==> config.mk <==
export PLATFORM = sky130hd
export DESIGN_NAME = lin_driver_node_flat
export DESIGN_NICKNAME = d
export VERILOG_FILES = /design/src/rtl/lin_frame_pkg.sv /design/src/rtl/lin_link_if.sv /design/src/rtl/lin_driver_node.sv /design/src/flat_wrapper.sv
export SDC_FILE = /design/constraint.sdc
export NUM_CORES = 1
export LEC_CHECK = 0
export ABC_CLOCK_PERIOD_IN_PS = 14800
export BUFFER_PORTS_ARGS = -buffer_cell sky130_fd_sc_hd__buf_2
export CORE_ASPECT_RATIO = 1.2
export CORE_UTILIZATION = 45
export CTS_BUF_LIST = sky130_fd_sc_hd__clkbuf_4 sky130_fd_sc_hd__clkbuf_8
export DETAILED_ROUTE_END_ITERATION = 10
export SLEW_MARGIN = 5
export SYNTH_ARGS = -nofsm -noshare
export SYNTH_HDL_FRONTEND = slang
export SYNTH_SLANG_ARGS = --single-unit
export TNS_END_PERCENT = 50
==> constraint.sdc <==
create_clock -name sys_clk -period 14.8 [get_ports sys_clk]
set_clock_uncertainty 0.05 [all_clocks]
set_input_delay 0.74 -clock sys_clk [delete_from_list [all_inputs] [get_ports sys_clk]]
set_output_delay 0.74 -clock sys_clk [all_outputs]
set_load 0.005 [all_outputs]
==> src/rtl/lin_frame_pkg.sv <==
/*
 Shared constants for the LIN diagnostic link: frame identifiers,
 service bytes, response layout, fault vector layout, timing and the
 classic checksum. Assumes a single 125 MHz clock domain.
*/
package lin_frame_pkg;
	// ========================================================
	// Frame identifiers and service bytes
	localparam logic [7:0] ID_MASTER_REQ = 8'h3c;
	localparam logic [7:0] ID_SLAVE_RSP  = 8'h3d;
	localparam logic [7:0] NAD_WILDCARD  = 8'h7f;
	localparam logic [7:0] NAD_SLEEP     = 8'h00;
	localparam logic [7:0] PCI_RESET     = 8'h01;
	localparam logic [7:0] SID_RESET     = 8'hb5;
	localparam logic [7:0] PCI_RESET_RSP = 8'h06;
	localparam logic [7:0] RSID_RESET    = 8'hf5;
	localparam logic [7:0] FILL_BYTE     = 8'hff;
	localparam int         FRAME_DATA    = 8;
	localparam logic [3:0] LAST_IDX      = 4'h9;
	// ========================================================
	// Channel and fault vector layout
	localparam int CHANNELS = 8;
	localparam int CH_FOUR  = 3;
	localparam int CH_EIGHT = 7;
	localparam int FLT_OC   = 0;
	localparam int FLT_OL   = 8;
	localparam int FLT_LOT  = 10;
	localparam int FLT_GTSD = 12;
	localparam int FLT_UV   = 13;
	localparam int FLT_W    = 14;
	localparam logic [2:0] ERR_RESET = 3'h1;
	// ========================================================
	// Timing
	localparam int CLK_PERIOD_NS = 8;
	localparam int OC_DELAY_NS   = 10000;
	localparam int OC_DELAY_CYC  =
		(OC_DELAY_NS + CLK_PERIOD_NS - 1) / CLK_PERIOD_NS;
	localparam int RSP_TIMEOUT_CYC = 32;
	// ========================================================
	// Controller register map and fields
	localparam logic [7:0] REG_CTRL     = 8'h00;
	localparam logic [7:0] REG_STATUS   = 8'h04;
	localparam logic [7:0] REG_RESP_LO  = 8'h08;
	localparam logic [7:0] REG_RESP_HI  = 8'h0c;
	localparam logic [7:0] REG_IRQ_STAT = 8'h10;
	localparam logic [7:0] REG_IRQ_EN   = 8'h14;
	localparam logic [7:0] REG_IRQ_CLR  = 8'h18;
	localparam logic [1:0] KIND_RESET   = 2'h0;
	localparam logic [1:0] KIND_SLEEP   = 2'h1;
	localparam logic [1:0] KIND_POLL    = 2'h2;
	localparam int IRQ_DONE  = 0;
	localparam int IRQ_ERROR = 1;

	function automatic logic [7:0] classic_checksum(
		input logic [63:0] d);
		logic [8:0] s;
		s = 9'h000;
		for (int i = 0; i < FRAME_DATA; i++) begin
			s = {1'b0, s[7:0]} + {1'b0, d[8*i +: 8]} + {8'h00, s[8]};
		end
		s = {1'b0, s[7:0]} + {8'h00, s[8]};
		return ~s[7:0];
	endfunction
endpackage

==> src/rtl/lin_link_if.sv <==
/*
 Byte-level LIN link between the bus master and the driver node.
 Assumes both ends run on sys_clk; one byte per valid cycle.
*/
`timescale 1ns/1ps
interface lin_link_if;
	logic       req_valid;
	logic       req_start;
	logic [7:0] req_data;
	logic       rsp_valid;
	logic [7:0] rsp_data;

	modport master (output req_valid, req_start, req_data,
		input rsp_valid, rsp_data);
	modport node (input req_valid, req_start, req_data,
		output rsp_valid, rsp_data);
endinterface

==> src/rtl/lin_driver_node.sv <==
/*
 Driver node end: decodes targeted reset, broadcast reset and sleep
 frames, answers the reset from the prime node, and runs output fault
 handling for eight low-side channels. Assumes fault inputs come from
 analog comparators outside the clock domain and that set commands
 come from logic on sys_clk.
*/
// Function
// - Reset request: 3C, NAD, 01, B5, FF fill
// - Valid reset turns every output off
// - Reset clears error bits 1,2, sets 0
// - All nodes sharing address switch off
// - Reply 3D: NAD, 06, F5, identity bytes
// - Only prime node transmits reset reply
// - First data byte zero means sleep
// - Sleep accepted whatever other bytes hold
// - Open load only channels four, eight, off
// - Open load shown off only, self clearing
// - Overcurrent turns driver off after delay
// - Overcurrent latch released by off command
// - Local overtemperature latches, fault info masked by global
// - Local fault clears after cool, off command
// - Global shutdown forces off, not latched
// - Undervoltage blocks frame decode and set commands
// - Overcurrent on all eight channels
// - Broadcast 7F resets all, no reply
`timescale 1ns/1ps
module lin_driver_node #(
	parameter logic [7:0]  NODE_NAD     = 8'h4a,    // Arbitrary value
	parameter bit          PRIME        = 1'b1,
	parameter logic [15:0] SUPPLIER_ID  = 16'h5a5a, // Arbitrary value
	parameter logic [15:0] FUNCTION_ID  = 16'h1234, // Arbitrary value
	parameter logic [7:0]  SILICON_VER  = 8'h01,    // Arbitrary value
	parameter int          OC_DELAY_CYC = lin_frame_pkg::OC_DELAY_CYC
) (
	input  wire logic       sys_clk,
	input  wire logic       srst,
	lin_link_if.node        link,
	input  wire logic       set_cmd_valid,
	input  wire logic [7:0] set_cmd_data,
	input  wire logic [7:0] overcurrent,
	input  wire logic [1:0] open_load,
	input  wire logic [1:0] local_overtemp,
	input  wire logic       thermal_shutdown,
	input  wire logic       undervoltage,
	output logic      [7:0] driver_on,
	output logic      [7:0] output_status,
	output logic      [3:0] application_fault_info,
	output logic      [2:0] error_status,
	output logic            sleep_mode
);
	localparam int CW = 16;

	// ========================================================
	// Fault input synchronisers
	logic [lin_frame_pkg::FLT_W-1:0] s1_reg, s2_reg, s3_reg, flt_reg;
	always_ff @(posedge sys_clk) begin
		if (srst) begin
			s1_reg  <= '0;
			s2_reg  <= '0;
			s3_reg  <= '0;
			flt_reg <= '0;
		end else begin
			s1_reg  <= {undervoltage, thermal_shutdown, local_overtemp,
				open_load, overcurrent};
			s2_reg  <= s1_reg;
			s3_reg  <= s2_reg;
			flt_reg <= (s2_reg & s3_reg) | (flt_reg & (s2_reg | s3_reg));
		end
	end
	logic [7:0] oc_in;
	logic [1:0] ol_in, lot_in;
	logic       gtsd_in, uv_in;
	assign oc_in   = flt_reg[lin_frame_pkg::FLT_OC +: 8];
	assign ol_in   = flt_reg[lin_frame_pkg::FLT_OL +: 2];
	assign lot_in  = flt_reg[lin_frame_pkg::FLT_LOT +: 2];
	assign gtsd_in = flt_reg[lin_frame_pkg::FLT_GTSD];
	assign uv_in   = flt_reg[lin_frame_pkg::FLT_UV];

	// ========================================================
	// Frame receiver
	logic [3:0] rx_idx_reg;
	logic [7:0] frame_reg [0:7];
	logic [63:0] frame_vec;
	logic       rx_last, frame_ok, is_sleep, is_reset, addr_own;
	always_comb begin
		for (int i = 0; i < 8; i++) begin
			frame_vec[8*i +: 8] = frame_reg[i];
		end
	end
	assign rx_last  = link.req_valid && !link.req_start &&
		rx_idx_reg == lin_frame_pkg::LAST_IDX;
	assign frame_ok = rx_last && !uv_in &&
		link.req_data == lin_frame_pkg::classic_checksum(frame_vec);
	assign addr_own = frame_reg[0] == NODE_NAD;
	assign is_sleep = frame_ok &&
		frame_reg[0] == lin_frame_pkg::NAD_SLEEP;
	assign is_reset = frame_ok &&
		(addr_own || frame_reg[0] == lin_frame_pkg::NAD_WILDCARD) &&
		frame_reg[1] == lin_frame_pkg::PCI_RESET &&
		frame_reg[2] == lin_frame_pkg::SID_RESET &&
		(&frame_vec[63:24]);

	always_ff @(posedge sys_clk) begin
		if (srst) begin
			rx_idx_reg <= 4'h0;
		end else if (link.req_valid && link.req_start) begin
			rx_idx_reg <= (link.req_data == lin_frame_pkg::ID_MASTER_REQ &&
				!uv_in) ? 4'h1 : 4'h0;
		end else if (link.req_valid && rx_idx_reg != 4'h0) begin
			rx_idx_reg <= rx_last ? 4'h0 : rx_idx_reg + 4'h1;
		end
	end
	always_ff @(posedge sys_clk) begin
		if (srst) begin
			for (int i = 0; i < 8; i++) begin
				frame_reg[i] <= 8'h00;
			end
		end else if (link.req_valid && !link.req_start &&
			rx_idx_reg != 4'h0 && !rx_last) begin
			frame_reg[rx_idx_reg[2:0] - 3'h1] <= link.req_data;
		end
	end

	// ========================================================
	// Mode, command and error flags
	logic [7:0] cmd_reg;
	logic       pend_reg;
	always_ff @(posedge sys_clk) begin
		if (srst) begin
			cmd_reg <= 8'h00;
		end else if (is_reset || is_sleep) begin
			cmd_reg <= 8'h00;
		end else if (set_cmd_valid && !uv_in) begin
			cmd_reg <= set_cmd_data;
		end
	end
	always_ff @(posedge sys_clk) begin
		if (srst) begin
			sleep_mode <= 1'b0;
		end else if (is_sleep) begin
			sleep_mode <= 1'b1;
		end else if (link.req_valid && link.req_start) begin
			sleep_mode <= 1'b0;
		end
	end
	always_ff @(posedge sys_clk) begin
		if (srst) begin
			error_status <= 3'h0;
		end else if (is_reset) begin
			error_status <= lin_frame_pkg::ERR_RESET;
		end
	end
	always_ff @(posedge sys_clk) begin
		if (srst) begin
			pend_reg <= 1'b0;
		end else if (is_reset) begin
			pend_reg <= PRIME && addr_own;
		end else if (frame_ok || (link.req_valid && link.req_start &&
			link.req_data == lin_frame_pkg::ID_SLAVE_RSP)) begin
			pend_reg <= 1'b0;
		end
	end

	// ========================================================
	// Fault handling
	logic [7:0]    oc_lat_reg;
	logic [1:0]    lot_lat_reg;
	logic [CW-1:0] oc_cnt_reg [0:7];
	logic [7:0]    drive;
	assign drive = cmd_reg & ~oc_lat_reg & {8{~(|lot_lat_reg)}} &
		{8{~gtsd_in & ~sleep_mode}};
	genvar g;
	generate
		for (g = 0; g < 8; g++) begin : gen_oc
			always_ff @(posedge sys_clk) begin
				if (srst || !(oc_in[g] && drive[g])) begin
					oc_cnt_reg[g] <= '0;
				end else if (oc_cnt_reg[g] != CW'(OC_DELAY_CYC)) begin
					oc_cnt_reg[g] <= oc_cnt_reg[g] + 1'b1;
				end
			end
			always_ff @(posedge sys_clk) begin
				if (srst) begin
					oc_lat_reg[g] <= 1'b0;
				end else if (oc_cnt_reg[g] == CW'(OC_DELAY_CYC) &&
					oc_in[g] && drive[g]) begin
					oc_lat_reg[g] <= 1'b1;
				end else if (!cmd_reg[g]) begin
					oc_lat_reg[g] <= 1'b0;
				end
			end
		end
		for (g = 0; g < 2; g++) begin : gen_lot
			localparam int CH = (g == 0) ? lin_frame_pkg::CH_FOUR :
				lin_frame_pkg::CH_EIGHT;
			always_ff @(posedge sys_clk) begin
				if (srst) begin
					lot_lat_reg[g] <= 1'b0;
				end else if (lot_in[g]) begin
					lot_lat_reg[g] <= 1'b1;
				end else if (!cmd_reg[CH]) begin
					lot_lat_reg[g] <= 1'b0;
				end
			end
		end
	endgenerate

	// ========================================================
	// Driver and status outputs
	logic [7:0] stat_next;
	always_comb begin
		stat_next = oc_lat_reg;
		stat_next[lin_frame_pkg::CH_FOUR] = oc_lat_reg[lin_frame_pkg::CH_FOUR]
			| lot_lat_reg[0] | (ol_in[0] & ~drive[lin_frame_pkg::CH_FOUR]);
		stat_next[lin_frame_pkg::CH_EIGHT] =
			oc_lat_reg[lin_frame_pkg::CH_EIGHT] | lot_lat_reg[1] |
			(ol_in[1] & ~drive[lin_frame_pkg::CH_EIGHT]);
	end
	always_ff @(posedge sys_clk) begin
		if (srst) begin
			driver_on              <= 8'h00;
			output_status          <= 8'h00;
			application_fault_info <= 4'h0;
		end else begin
			driver_on              <= drive;
			output_status          <= stat_next;
			application_fault_info <= {lot_lat_reg & {2{~gtsd_in}},
				oc_lat_reg[lin_frame_pkg::CH_EIGHT],
				oc_lat_reg[lin_frame_pkg::CH_FOUR]};
		end
	end

	// ========================================================
	// Reset response transmitter
	logic [3:0]  tx_idx_reg;
	logic [71:0] rsp_vec;
	assign rsp_vec = {8'h00, SILICON_VER, FUNCTION_ID, SUPPLIER_ID,
		lin_frame_pkg::RSID_RESET, lin_frame_pkg::PCI_RESET_RSP,
		NODE_NAD};
	always_ff @(posedge sys_clk) begin
		if (srst) begin
			tx_idx_reg     <= 4'h0;
			link.rsp_valid <= 1'b0;
			link.rsp_data  <= 8'h00;
		end else if (tx_idx_reg == 4'h0 && link.req_valid &&
			link.req_start && pend_reg &&
			link.req_data == lin_frame_pkg::ID_SLAVE_RSP) begin
			tx_idx_reg     <= 4'h1;
			link.rsp_valid <= 1'b1;
			link.rsp_data  <= rsp_vec[7:0];
		end else if (tx_idx_reg != 4'h0 && tx_idx_reg != 4'h9) begin
			tx_idx_reg     <= tx_idx_reg + 4'h1;
			link.rsp_valid <= 1'b1;
			link.rsp_data  <= (tx_idx_reg == 4'h8) ?
				lin_frame_pkg::classic_checksum(rsp_vec[63:0]) :
				rsp_vec[8*tx_idx_reg +: 8];
		end else begin
			tx_idx_reg     <= 4'h0;
			link.rsp_valid <= 1'b0;
			link.rsp_data  <= 8'h00;
		end
	end
endmodule

==> src/flat_wrapper.sv <==
// flat-port wrapper written by rule: the top's interface ports become plain ports
module lin_driver_node_flat 
#(
	parameter logic [7:0]  NODE_NAD     = 8'h4a,                      
	parameter bit          PRIME        = 1'b1,
	parameter logic [15:0] SUPPLIER_ID  = 16'h5a5a,                   
	parameter logic [15:0] FUNCTION_ID  = 16'h1234,                   
	parameter logic [7:0]  SILICON_VER  = 8'h01,                      
	parameter int          OC_DELAY_CYC = lin_frame_pkg::OC_DELAY_CYC
)
  (sys_clk, srst, set_cmd_valid, set_cmd_data, overcurrent, open_load, local_overtemp, thermal_shutdown, undervoltage, driver_on, output_status, application_fault_info, error_status, sleep_mode, link_req_valid, link_req_start, link_req_data, link_rsp_valid, link_rsp_data);
  lin_link_if link_i ();
  input  wire logic sys_clk;
  input  wire logic srst;
  input  wire logic set_cmd_valid;
  input  wire logic [7:0] set_cmd_data;
  input  wire logic [7:0] overcurrent;
  input  wire logic [1:0] open_load;
  input  wire logic [1:0] local_overtemp;
  input  wire logic thermal_shutdown;
  input  wire logic undervoltage;
  output logic      [7:0] driver_on;
  output logic      [7:0] output_status;
  output logic      [3:0] application_fault_info;
  output logic      [2:0] error_status;
  output logic sleep_mode;
  input wire logic [$bits(link_i.req_valid)-1:0] link_req_valid;
  input wire logic [$bits(link_i.req_start)-1:0] link_req_start;
  input wire logic [$bits(link_i.req_data)-1:0] link_req_data;
  output wire logic [$bits(link_i.rsp_valid)-1:0] link_rsp_valid;
  output wire logic [$bits(link_i.rsp_data)-1:0] link_rsp_data;
  assign link_i.req_valid = link_req_valid;
  assign link_i.req_start = link_req_start;
  assign link_i.req_data = link_req_data;
  assign link_rsp_valid = link_i.rsp_valid;
  assign link_rsp_data = link_i.rsp_data;
  lin_driver_node #(.NODE_NAD(NODE_NAD), .PRIME(PRIME), .SUPPLIER_ID(SUPPLIER_ID), .FUNCTION_ID(FUNCTION_ID), .SILICON_VER(SILICON_VER), .OC_DELAY_CYC(OC_DELAY_CYC)) u_core (.sys_clk(sys_clk), .srst(srst), .link(link_i), .set_cmd_valid(set_cmd_valid), .set_cmd_data(set_cmd_data), .overcurrent(overcurrent), .open_load(open_load), .local_overtemp(local_overtemp), .thermal_shutdown(thermal_shutdown), .undervoltage(undervoltage), .driver_on(driver_on), .output_status(output_status), .application_fault_info(application_fault_info), .error_status(error_status), .sleep_mode(sleep_mode));
endmodule
==> flow_summary.yaml, run 1 <==
logic_synthesis:
  syn_area_per_cell_um2: 10.5
  async_reset_ff_share_pct: 0
  yosys-top-cells-area: "edfxtp_1 (37%), dfxtp_1 (15%), ha_1 (6.1%)"
  synth_area_um2: 15600
  synth-edff-count: 192
  synth_ff_type: "edfxtp_1"
  synth_seq_area_share_pct: 51.7
  ys_warn_count: 0
  yosysTopAreaCellShare_pct: 37.1
  syn_inst: 1482
  synth_common_cells: "nor2_1 (209), edfxtp_1 (192), dfxtp_1 (114)"
  synth_cell_types: 61
  yosys.area.top_type: "edfxtp_1"
  synth-seq-cells: 306
  yosysMostFrequentCell: "nor2_1"
worst_setup_path:
  critical_path.slowest_cell: "or4b_1"
  r2r-end: "u_core.cmd_reg[0]$_SDFFE_PP0P_"
  crit_path_frequent_cell: "fa_2"
  slowest_delay_ns: 0.46
  crit_end: "u_core.cmd_reg[0]$_SDFFE_PP0P_"
  regToRegSetupSlack_ns: 0.84
  ff2ff_path_depth: 78
  path_class: "reg -> reg"
  critPathCaptureType: "flop"
  r2r-start: "u_core.frame_reg[1][0]$_SDFFCE_PN0P_"
  cp-startpoint: "u_core.frame_reg[1][0]$_SDFFCE_PN0P_"
  critPathArrivalTime_ns: 14.37
  cp_max_fo: 8
  cp.required_ns: 15.22
  start_kind: "flop"
clock_network:
  ctsHoldBuffers: 0
  cts-root-buf: "clkbuf_8"
  numClockSinks: 306
  clock_latency_ns: 0.61
  cts_max_level: 2
  cts_tree: "built"
  clkTransAtPathRegs_ns: 0.06
  clockBufferDepth: 3
  numCtsBuffers: 50
grt:
  grt_use_total_pct: 18.6
  antenna_found_initial: 0
  grt_pass1_vias: 10500
  grt_pass1_wl_um: 52100
  overflow: 0
  grt_max_degree: 75
status:
  status: "finished clean"
pwr:
  peakVddDrop_uv: 189
  cellPowerDensity_nw_per_um2: 185
  swShare_pct: 37.3
  seqPwrFrac_pct: 28.5
  p_int_mw: 2.03
  p_clk_share_pct: 23.5
  p_leak_nw: 6.67
  p_switching_mw: 1.21
  combPwrFrac_pct: 48.1
placement:
  place_hpwl_um: 22500
  gp_congestion: 0.914
  placed_cells_incl_taps: 1971
  port_buffers: 65
die:
  io_pins: 68
  rows: 74
  core_area_um2: 34100
  die_area_um2: 35300
  die_w_um: 172
  die_h_um: 206
  start_util_pct: 45.6
drt:
  drcViolationCount: 0
  vias: 10700
  drtPass1Iterations: 5
  ant_nets: 0
  wl_per_cell_um: 15.4
  drtIter0Drc: 533
  viasPerCell: 5.16
  wl_um: 31900
final_layout:
  diodes: 0
  drive_above_1_share_pct: 13.7
  largest_reg_flops: 128
  instances_no_fill: 2066
  syn_to_final_growth_pct: 12.5
  final_nets: 1698
timing:
  relSlewSlack_pct: 43.2
  final_max_slew_viol_count: 0
  fin_crit_ns: 13.96
  setup_viol: 0
  finalCritPeriodShare_pct: 94.3
  fmax_ghz: 0.0716
  rsz0062_at_grt: "no"
  whs_ns: 0.286
  worst_pin_slew_ns: 0.846
  hold_viol_final: 0
job:
  drv_cap: 0
hold_path:
  hold_path.class: "in -> reg"
-- placed cells by master (no fill, tap or decap), drive strengths merged, types with 69 or more instances in the layout --
master  Yosys  routed
xor2       78      78
ha         76      76
buf         7      76
a21oi      69      69
dfxtp     114     114
clkbuf     30      73
xnor2      82      82
edfxtp    192     192
nor2      210     210
nand2      98      98
-- metrics by stage --
step           total power [mW]  setup WS [ns]  area (µm²)  util (%)  TNS (ns)
3_3_place_gp               2.39          0.352       16300      48.0         0
3_5_place_dp               2.41        -0.0275       16300      48.0    -0.149
6_report                   3.24          0.843       17500      51.3         0
2_1_floorplan              2.13           1.24       15600         -         0
4_1_cts                    3.21         0.0311       17400      51.0         0
5_1_grt                    3.47        0.00575       17500      51.3         0
-- power groups by stage --
stage | Sequential [mW] | Clock (mW) | Combinational, mW
2_1_floorplan | 0.937 | 0 | 1.19
3_3_place_gp | 0.940 | 0 | 1.45
3_5_place_dp | 0.940 | 0 | 1.47
4_1_cts | 0.922 | 0.786 | 1.50
5_1_grt | 0.923 | 0.820 | 1.73
6_report | 0.922 | 0.759 | 1.56
-- worst min path at each step --
stage / start / end / slack, ns / depth (start not counted)
CTS: overcurrent[3] / u_core.s1_reg[3]$_SDFF_PP0_ / 0.23 / 2
floorplan: u_core.oc_lat_reg[0]$_SDFFE_PP0P_ / u_core.driver_on[0]$_SDFF_PP0_ / 0.36 / 1
finish: overcurrent[3] / u_core.s1_reg[3]$_SDFF_PP0_ / 0.29 / 2
detailed placement: u_core.s1_reg[7]$_SDFF_PP0_ / u_core.s2_reg[7]$_SDFF_PP0_ / 0.37 / 1
global placement: u_core.s1_reg[3]$_SDFF_PP0_ / u_core.s2_reg[3]$_SDFF_PP0_ / 0.37 / 1
global route: local_overtemp[0] / u_core.s1_reg[10]$_SDFF_PP0_ / 0.26 / 2
-- kinds of logic (layout without fill, tap and decap cells) --
logic type,Yosys count,after routing,synth area share (%)
buffers and inverters,84,211,2.08
xor gates and xnor gates,161,161,9.15
muxes,14,14,0.917
other,1,2,0.0241
adders and majority gates,89,89,7.79
and+or+nand+nor,669,669,22.1
AOI/OAI and AO/OA,158,158,6.22
DFF,306,306,51.7
-- final cells by class --
class                   count  area (µm²)
well taps                 456         571
fillers                  3157       16600
clock inverters            15         125
repair buffers             76         410
clock buffers              73         917
flip-flops and latches    306        8050
inverters                  47         176
multi-input cells        1093        7240
-- what timing repair did --
item | 4_1_cts | 5_1_grt
buffers inserted | 1 | 6
pin swaps | 1 | 10
endpoints found under the setup margin | 8 | 11
resized for setup | 1 | 20
hold endpoints to repair | 0 | 0
-- worst max-delay path, delay by kind of cell, from the launching register on --
| kind | cells | cell delay [ns] |
|---|---|---|
| XOR/XNOR | 2 | 0.34 |
| adder cells (fa/ha/maj) | 16 | 5.41 |
| AO/OA/AOI/OAI | 32 | 4.81 |
| buffers and inverters | 2 | 0.11 |
| AND/OR/NAND/NOR | 26 | 2.68 |
| flip-flops | 1 | 0.40 |
-- routing by layer --
layer	track usage (%)	share of wire, %	up-vias	wire length [µm]
met3	3.50	4.0	51	1290
met5	0	0	-	0
li1	-	-	5386	-
met2	31.1	48	164	15300
met4	6.38	2.1	0	674
met1	23.9	46	5060	14700
Power figures use the tool's default switching activity.
==> run 2, diff against run 1 <==
Settings changed: CTS_BUF_LIST sky130_fd_sc_hd__clkbuf_4 sky130_fd_sc_hd__clkbuf_8 to sky130_fd_sc_hd__clkbuf_16.
==> flow_summary.yaml, run 2 (synthesis results as in run 1) <==
final_layout:
  diodes: 0
  largest_reg_flops: 128
  final_nets: 1682
  instances_no_fill: 2039
  syn_to_final_growth_pct: 13.0
  utilization_pct: 51.6
  drive_above_1_share_pct: 11.8
  mostFrequentLayoutCell: "nor2_1"
  layout_common_cells: "nor2_1 (206), edfxtp_1 (192), dfxtp_1 (114), nand2_1 (98), xnor2_1 (82)"
hold_path:
  hold_path.class: "in -> reg"
  hp-start: "overcurrent[3]"
drt:
  routedLengthMet1_um: 14600
  dr_wl_met2_um: 15300
  drtPass1Iterations: 5
  drcViolationCount: 0
  vias: 10600
  viasPerCell: 5.19
  met3_length_um: 1520
  ant_nets: 0
  wl_per_cell_um: 15.6
  drtIter0Drc: 502
  wl_um: 31900
  routed.top_layer: "met4"
placement:
  placed_cells_incl_taps: 1971
  port_buffers: 65
  place_hpwl_um: 22500
  gp_congestion: 0.914
grt:
  grt_pass1_vias: 10300
  grt_pass1_wl_um: 51900
  grt_use_total_pct: 18.5
  antenna_found_initial: 0
  overflow: 0
  grt_max_degree: 75
worst_setup_path:
  start_kind: "flop"
  regToRegSetupSlack_ns: 0.83
  r2r-start: "u_core.frame_reg[1][0]$_SDFFCE_PN0P_"
  critPathCaptureType: "flop"
  critical_path.slowest_cell: "or4b_1"
  cp.required_ns: 15.13
  cp-startpoint: "u_core.frame_reg[1][0]$_SDFFCE_PN0P_"
  crit_path_frequent_cell: "fa_2"
  critPathBufInv: 2
  r2r-end: "u_core.cmd_reg[0]$_SDFFE_PP0P_"
  cp_max_fo: 8
  slowest_delay_ns: 0.46
  path_delay_family: "adder cells"
  worstSetupPathDepth: 78
  crit_end: "u_core.cmd_reg[0]$_SDFFE_PP0P_"
  ff2ff_path_depth: 78
  critPathArrivalTime_ns: 14.30
  path_class: "reg -> reg"
pwr:
  cellPowerDensity_nw_per_um2: 189
  p_leak_nw: 6.70
  peakVddDrop_uv: 186
status:
  status: "finished clean"
die:
  die_w_um: 172
  die_h_um: 206
  rows: 74
  core_area_um2: 34100
  io_pins: 68
  die_area_um2: 35300
  start_util_pct: 45.6
timing:
  hold_viol_final: 0
  relSlewSlack_pct: 43.2
  worst_pin_slew_ns: 0.846
  finalCritPeriodShare_pct: 94.4
  whs_ns: 0.366
  fin_crit_ns: 13.97
  fmax_ghz: 0.0716
  final_max_slew_viol_count: 0
  setup_viol: 0
job:
  drv_cap: 0
clock_network:
  ctsHoldBuffers: 0
  clkTransAtPathRegs_ns: 0.06
  cts-root-buf: "clkbuf_16"
  cts_max_level: 2
  cts_tree: "built"
  numClockSinks: 306
  clock_latency_ns: 0.53
  numCtsBuffers: 34
  clockBufferDepth: 3
[run 2: where the power goes]
part / internal (mW) / total [mW] / switching (mW)
Sequential: 0.913 / 0.922 / 0.00931
Clock: 0.500 / 0.850 / 0.349
Combinational: 0.700 / 1.56 / 0.859
Total: 2.11 / 3.33 / 1.22
[run 2: worst min path at each step]
stage                                                 to  slack (ns)  cells after the start
after detailed placement     u_core.s2_reg[7]$_SDFF_PP0_        0.37                      1
final                        u_core.s1_reg[3]$_SDFF_PP0_        0.37                      2
after floorplan           u_core.driver_on[0]$_SDFF_PP0_        0.36                      1
after global placement       u_core.s2_reg[3]$_SDFF_PP0_        0.37                      1
after CTS                    u_core.s1_reg[3]$_SDFF_PP0_        0.34                      2
after global routing        u_core.s1_reg[10]$_SDFF_PP0_        0.35                      2
[run 2: layer usage]
layer	up-vias	track usage, %
met1	5036	24.0
li1	5347	-
met5	-	0
met2	170	31.3
met4	0	4.59
met3	38	3.67
[run 2: cell type report]
class | count | area, µm²
inverter | 47 | 176
multi-input combinational | 1093 | 7240
clock inverter | 23 | 178
fill | 3102 | 16500
tap | 456 | 571
timing repair buffer | 76 | 410
sequential | 306 | 8050
clock buffer | 38 | 951
[run 2: per-stage QoR]
stage	area [µm²]	setup slack (ns)	power (mW)	TNS, ns
2_1_floorplan	15600	1.24	2.13	0
3_3_place_gp	16300	0.352	2.39	0
3_5_place_dp	16300	-0.0275	2.41	-0.149
4_1_cts	17500	0.0191	3.29	0
5_1_grt	17600	-0.0108	3.56	-0.0362
6_report	17600	0.830	3.33	0
[run 2: what timing repair did]
item,in CTS,in global routing
gates resized for setup,1,20
cloned,0,0
endpoints found under the setup margin,8,11
pin swaps,1,10
setup buffers,1,6
endpoints found under the hold margin,0,0
==> run 3, diff against run 2 <==
Settings changed: ABC_CLOCK_PERIOD_IN_PS 14800 to 12070, BUFFER_PORTS_ARGS -buffer_cell sky130_fd_sc_hd__buf_2 to default, CELL_PAD_IN_SITES_DETAIL_PLACEMENT from default to 0, CELL_PAD_IN_SITES_GLOBAL_PLACEMENT from default to 1, DONT_BUFFER_PORTS from default to 1, PLACE_DENSITY_LB_ADDON from default to 0.1.
Clock period 14.8 ns to 12.07 ns, I/O delays scaled along.
==> flow_summary.yaml, run 3 (synthesis results as in run 1) <==
timing:
  finalCritPeriodShare_pct: 107
  whs_ns: 0.106
  worst_pin_slew_ns: 0.799
  hold_viol_final: 0
  fin_crit_ns: 12.93
  final_max_slew_viol_count: 0
  setup_viol: 11
  rsz0062_at_grt: "yes"
  relSlewSlack_pct: 46.5
  fmax_ghz: 0.0774
  fin_ws_ns: -0.857
clock_network:
  numClockSinks: 306
  clock_latency_ns: 0.52
  cts_tree: "built"
  clockBufferDepth: 3
  cts-root-buf: "clkbuf_16"
  clkTransAtPathRegs_ns: 0.06
  numCtsBuffers: 35
  ctsHoldBuffers: 0
  cts_max_level: 2
drt:
  drtIter0Drc: 506
  drtPass1Iterations: 4
  ant_nets: 0
  viasPerCell: 5.13
  wl_um: 33200
  vias: 10700
  drcViolationCount: 0
  wl_per_cell_um: 15.9
grt:
  met1_usage_pct: 24.7
  top_usage_layer: "met2"
  grt_pass1_vias: 10500
  antenna_found_initial: 0
  grt_pass1_wl_um: 53200
  grt_use_met2_pct: 32.4
  overflow: 0
  grt_use_total_pct: 19.1
  grt_max_degree: 103
  grt_util_met3_pct: 3.62
pwr:
  cellPowerDensity_nw_per_um2: 259
  p_leak_nw: 6.95
  peakVddDrop_uv: 295
final_layout:
  syn_to_final_growth_pct: 17.0
  layout_common_cells: "nor2_1 (208), edfxtp_1 (192), buf_4 (124), dfxtp_1 (114), nand2_1 (98)"
  diodes: 0
  largest_reg_flops: 128
  final_nets: 1731
  fillers: 3099
  drive_above_1_share_pct: 15.4
  instances_no_fill: 2089
  mostFrequentLayoutCell: "nor2_1"
worst_setup_path:
  crit_end: "u_core.cmd_reg[1]$_SDFFE_PP0P_"
  regToRegSetupSlack_ns: -0.86
  path_class: "reg -> reg"
  slowest_delay_ns: 0.48
  start_kind: "flop"
  r2r-start: "u_core.frame_reg[1][0]$_SDFFCE_PN0P_"
  ff2ff_path_depth: 78
  cp-startpoint: "u_core.frame_reg[1][0]$_SDFFCE_PN0P_"
  cp.required_ns: 12.42
  critPathCaptureType: "flop"
  cp_max_fo: 8
  critical_path.slowest_cell: "or4b_4"
  r2r-end: "u_core.cmd_reg[1]$_SDFFE_PP0P_"
  critPathArrivalTime_ns: 13.27
  crit_path_frequent_cell: "fa_2"
status:
  status: "finished with violations"
  violations: "negative setup slack"
die:
  die_area_um2: 35300
  die_w_um: 172
  rows: 74
  start_util_pct: 45.6
  core_area_um2: 34100
  io_pins: 68
  die_h_um: 206
placement:
  placed_cells_incl_taps: 1976
  gp_congestion: 0.801
  place_hpwl_um: 22700
  port_buffers: 0
hold_path:
  hold_path.class: "in -> reg"
job:
  drv_cap: 0
-- run 3: changes by cell type in the layout (fill, tap and decap cells not counted), sizes merged --
cell      change
clkbuf        +4
clkinvlp      +2
buf          +48
clkinv        -3
bufinv        -2
inv           +1
-- run 3: how the worst min path moves through the flow --
| stage | slack (ns) | endpoint | cells past startpoint | start |
|---|---|---|---|---|
| floorplan | 0.36 | u_core.driver_on[0]$_SDFF_PP0_ | 1 | u_core.oc_lat_reg[0]$_SDFFE_PP0P_ |
| global placement | 0.37 | u_core.s2_reg[3]$_SDFF_PP0_ | 1 | u_core.s1_reg[3]$_SDFF_PP0_ |
| detailed placement | 0.37 | u_core.s2_reg[2]$_SDFF_PP0_ | 1 | u_core.s1_reg[2]$_SDFF_PP0_ |
| CTS | 0.08 | u_core.flt_reg[0]$_SDFF_PP0_ | 1 | srst |
| global route | 0.09 | u_core.rx_idx_reg[3]$_SDFFE_PP0P_ | 1 | srst |
| finish | 0.11 | u_core.flt_reg[0]$_SDFF_PP0_ | 1 | srst |
-- run 3: repair_timing --
action / 4_1_cts / 5_1_grt
endpoints found under the hold margin: 0 / 0
setup endpoints to repair: 11 / 11
pin swaps: 20 / 11
gates resized for setup: 11 / 5
setup buffers: 45 / 5
-- run 3: cell type report --
class,instances,area (µm²),area share [%]
Clock buffer,42,1050,5.78
Clock inverter,21,97.6,0.536
Inverter,47,176,0.970
Multi-Input combinational cell,1093,7320,40.2
Sequential cell,306,8050,44.2
Tap cell,456,571,3.14
Timing Repair Buffer,124,931,5.12
-- run 3: worst max-delay path, delay by kind of cell, from the launching register on --
kind / cells / cell delay, ns
AO/OA/AOI/OAI: 32 / 4.33
XOR/XNOR: 2 / 0.33
adder cells (fa/ha/maj): 16 / 5.09
buffers and inverters: 2 / 0.09
flip-flops: 1 / 0.39
AND/OR/NAND/NOR: 26 / 2.52
-- run 3: power by group --
part           switching, mW  internal [mW]  leakage, nW
registers             0.0118           1.12         3.17
logic                   1.20           1.33         3.18
clock network          0.422          0.620        0.596
total                   1.64           3.07         6.95
-- run 3: metrics by stage --
stage / worst slack [ns] / utilization (%) / total power, mW / instance area, µm² / setup TNS, ns
final: -0.857 / 53.4 / 4.71 / 18200 / -7.96
after global routing: -1.74 / 53.4 / 5.04 / 18200 / -17.93
after CTS: -0.903 / 53.2 / 4.67 / 18100 / -8.47
after detailed placement: -1.15 / 48.8 / 3.41 / 16600 / -11.26
after global placement: -0.906 / 48.8 / 3.40 / 16600 / -8.59
after floorplan: -0.634 / - / 2.69 / 15600 / -5.88
-- run 3: metal layers --
layer	wire, µm	vias up	part of all wire (%)
met2	16100	162	49
met3	1320	55	4.0
met4	718	0	2.2
met1	15100	5053	45
met5	0	-	0
li1	-	5443	-
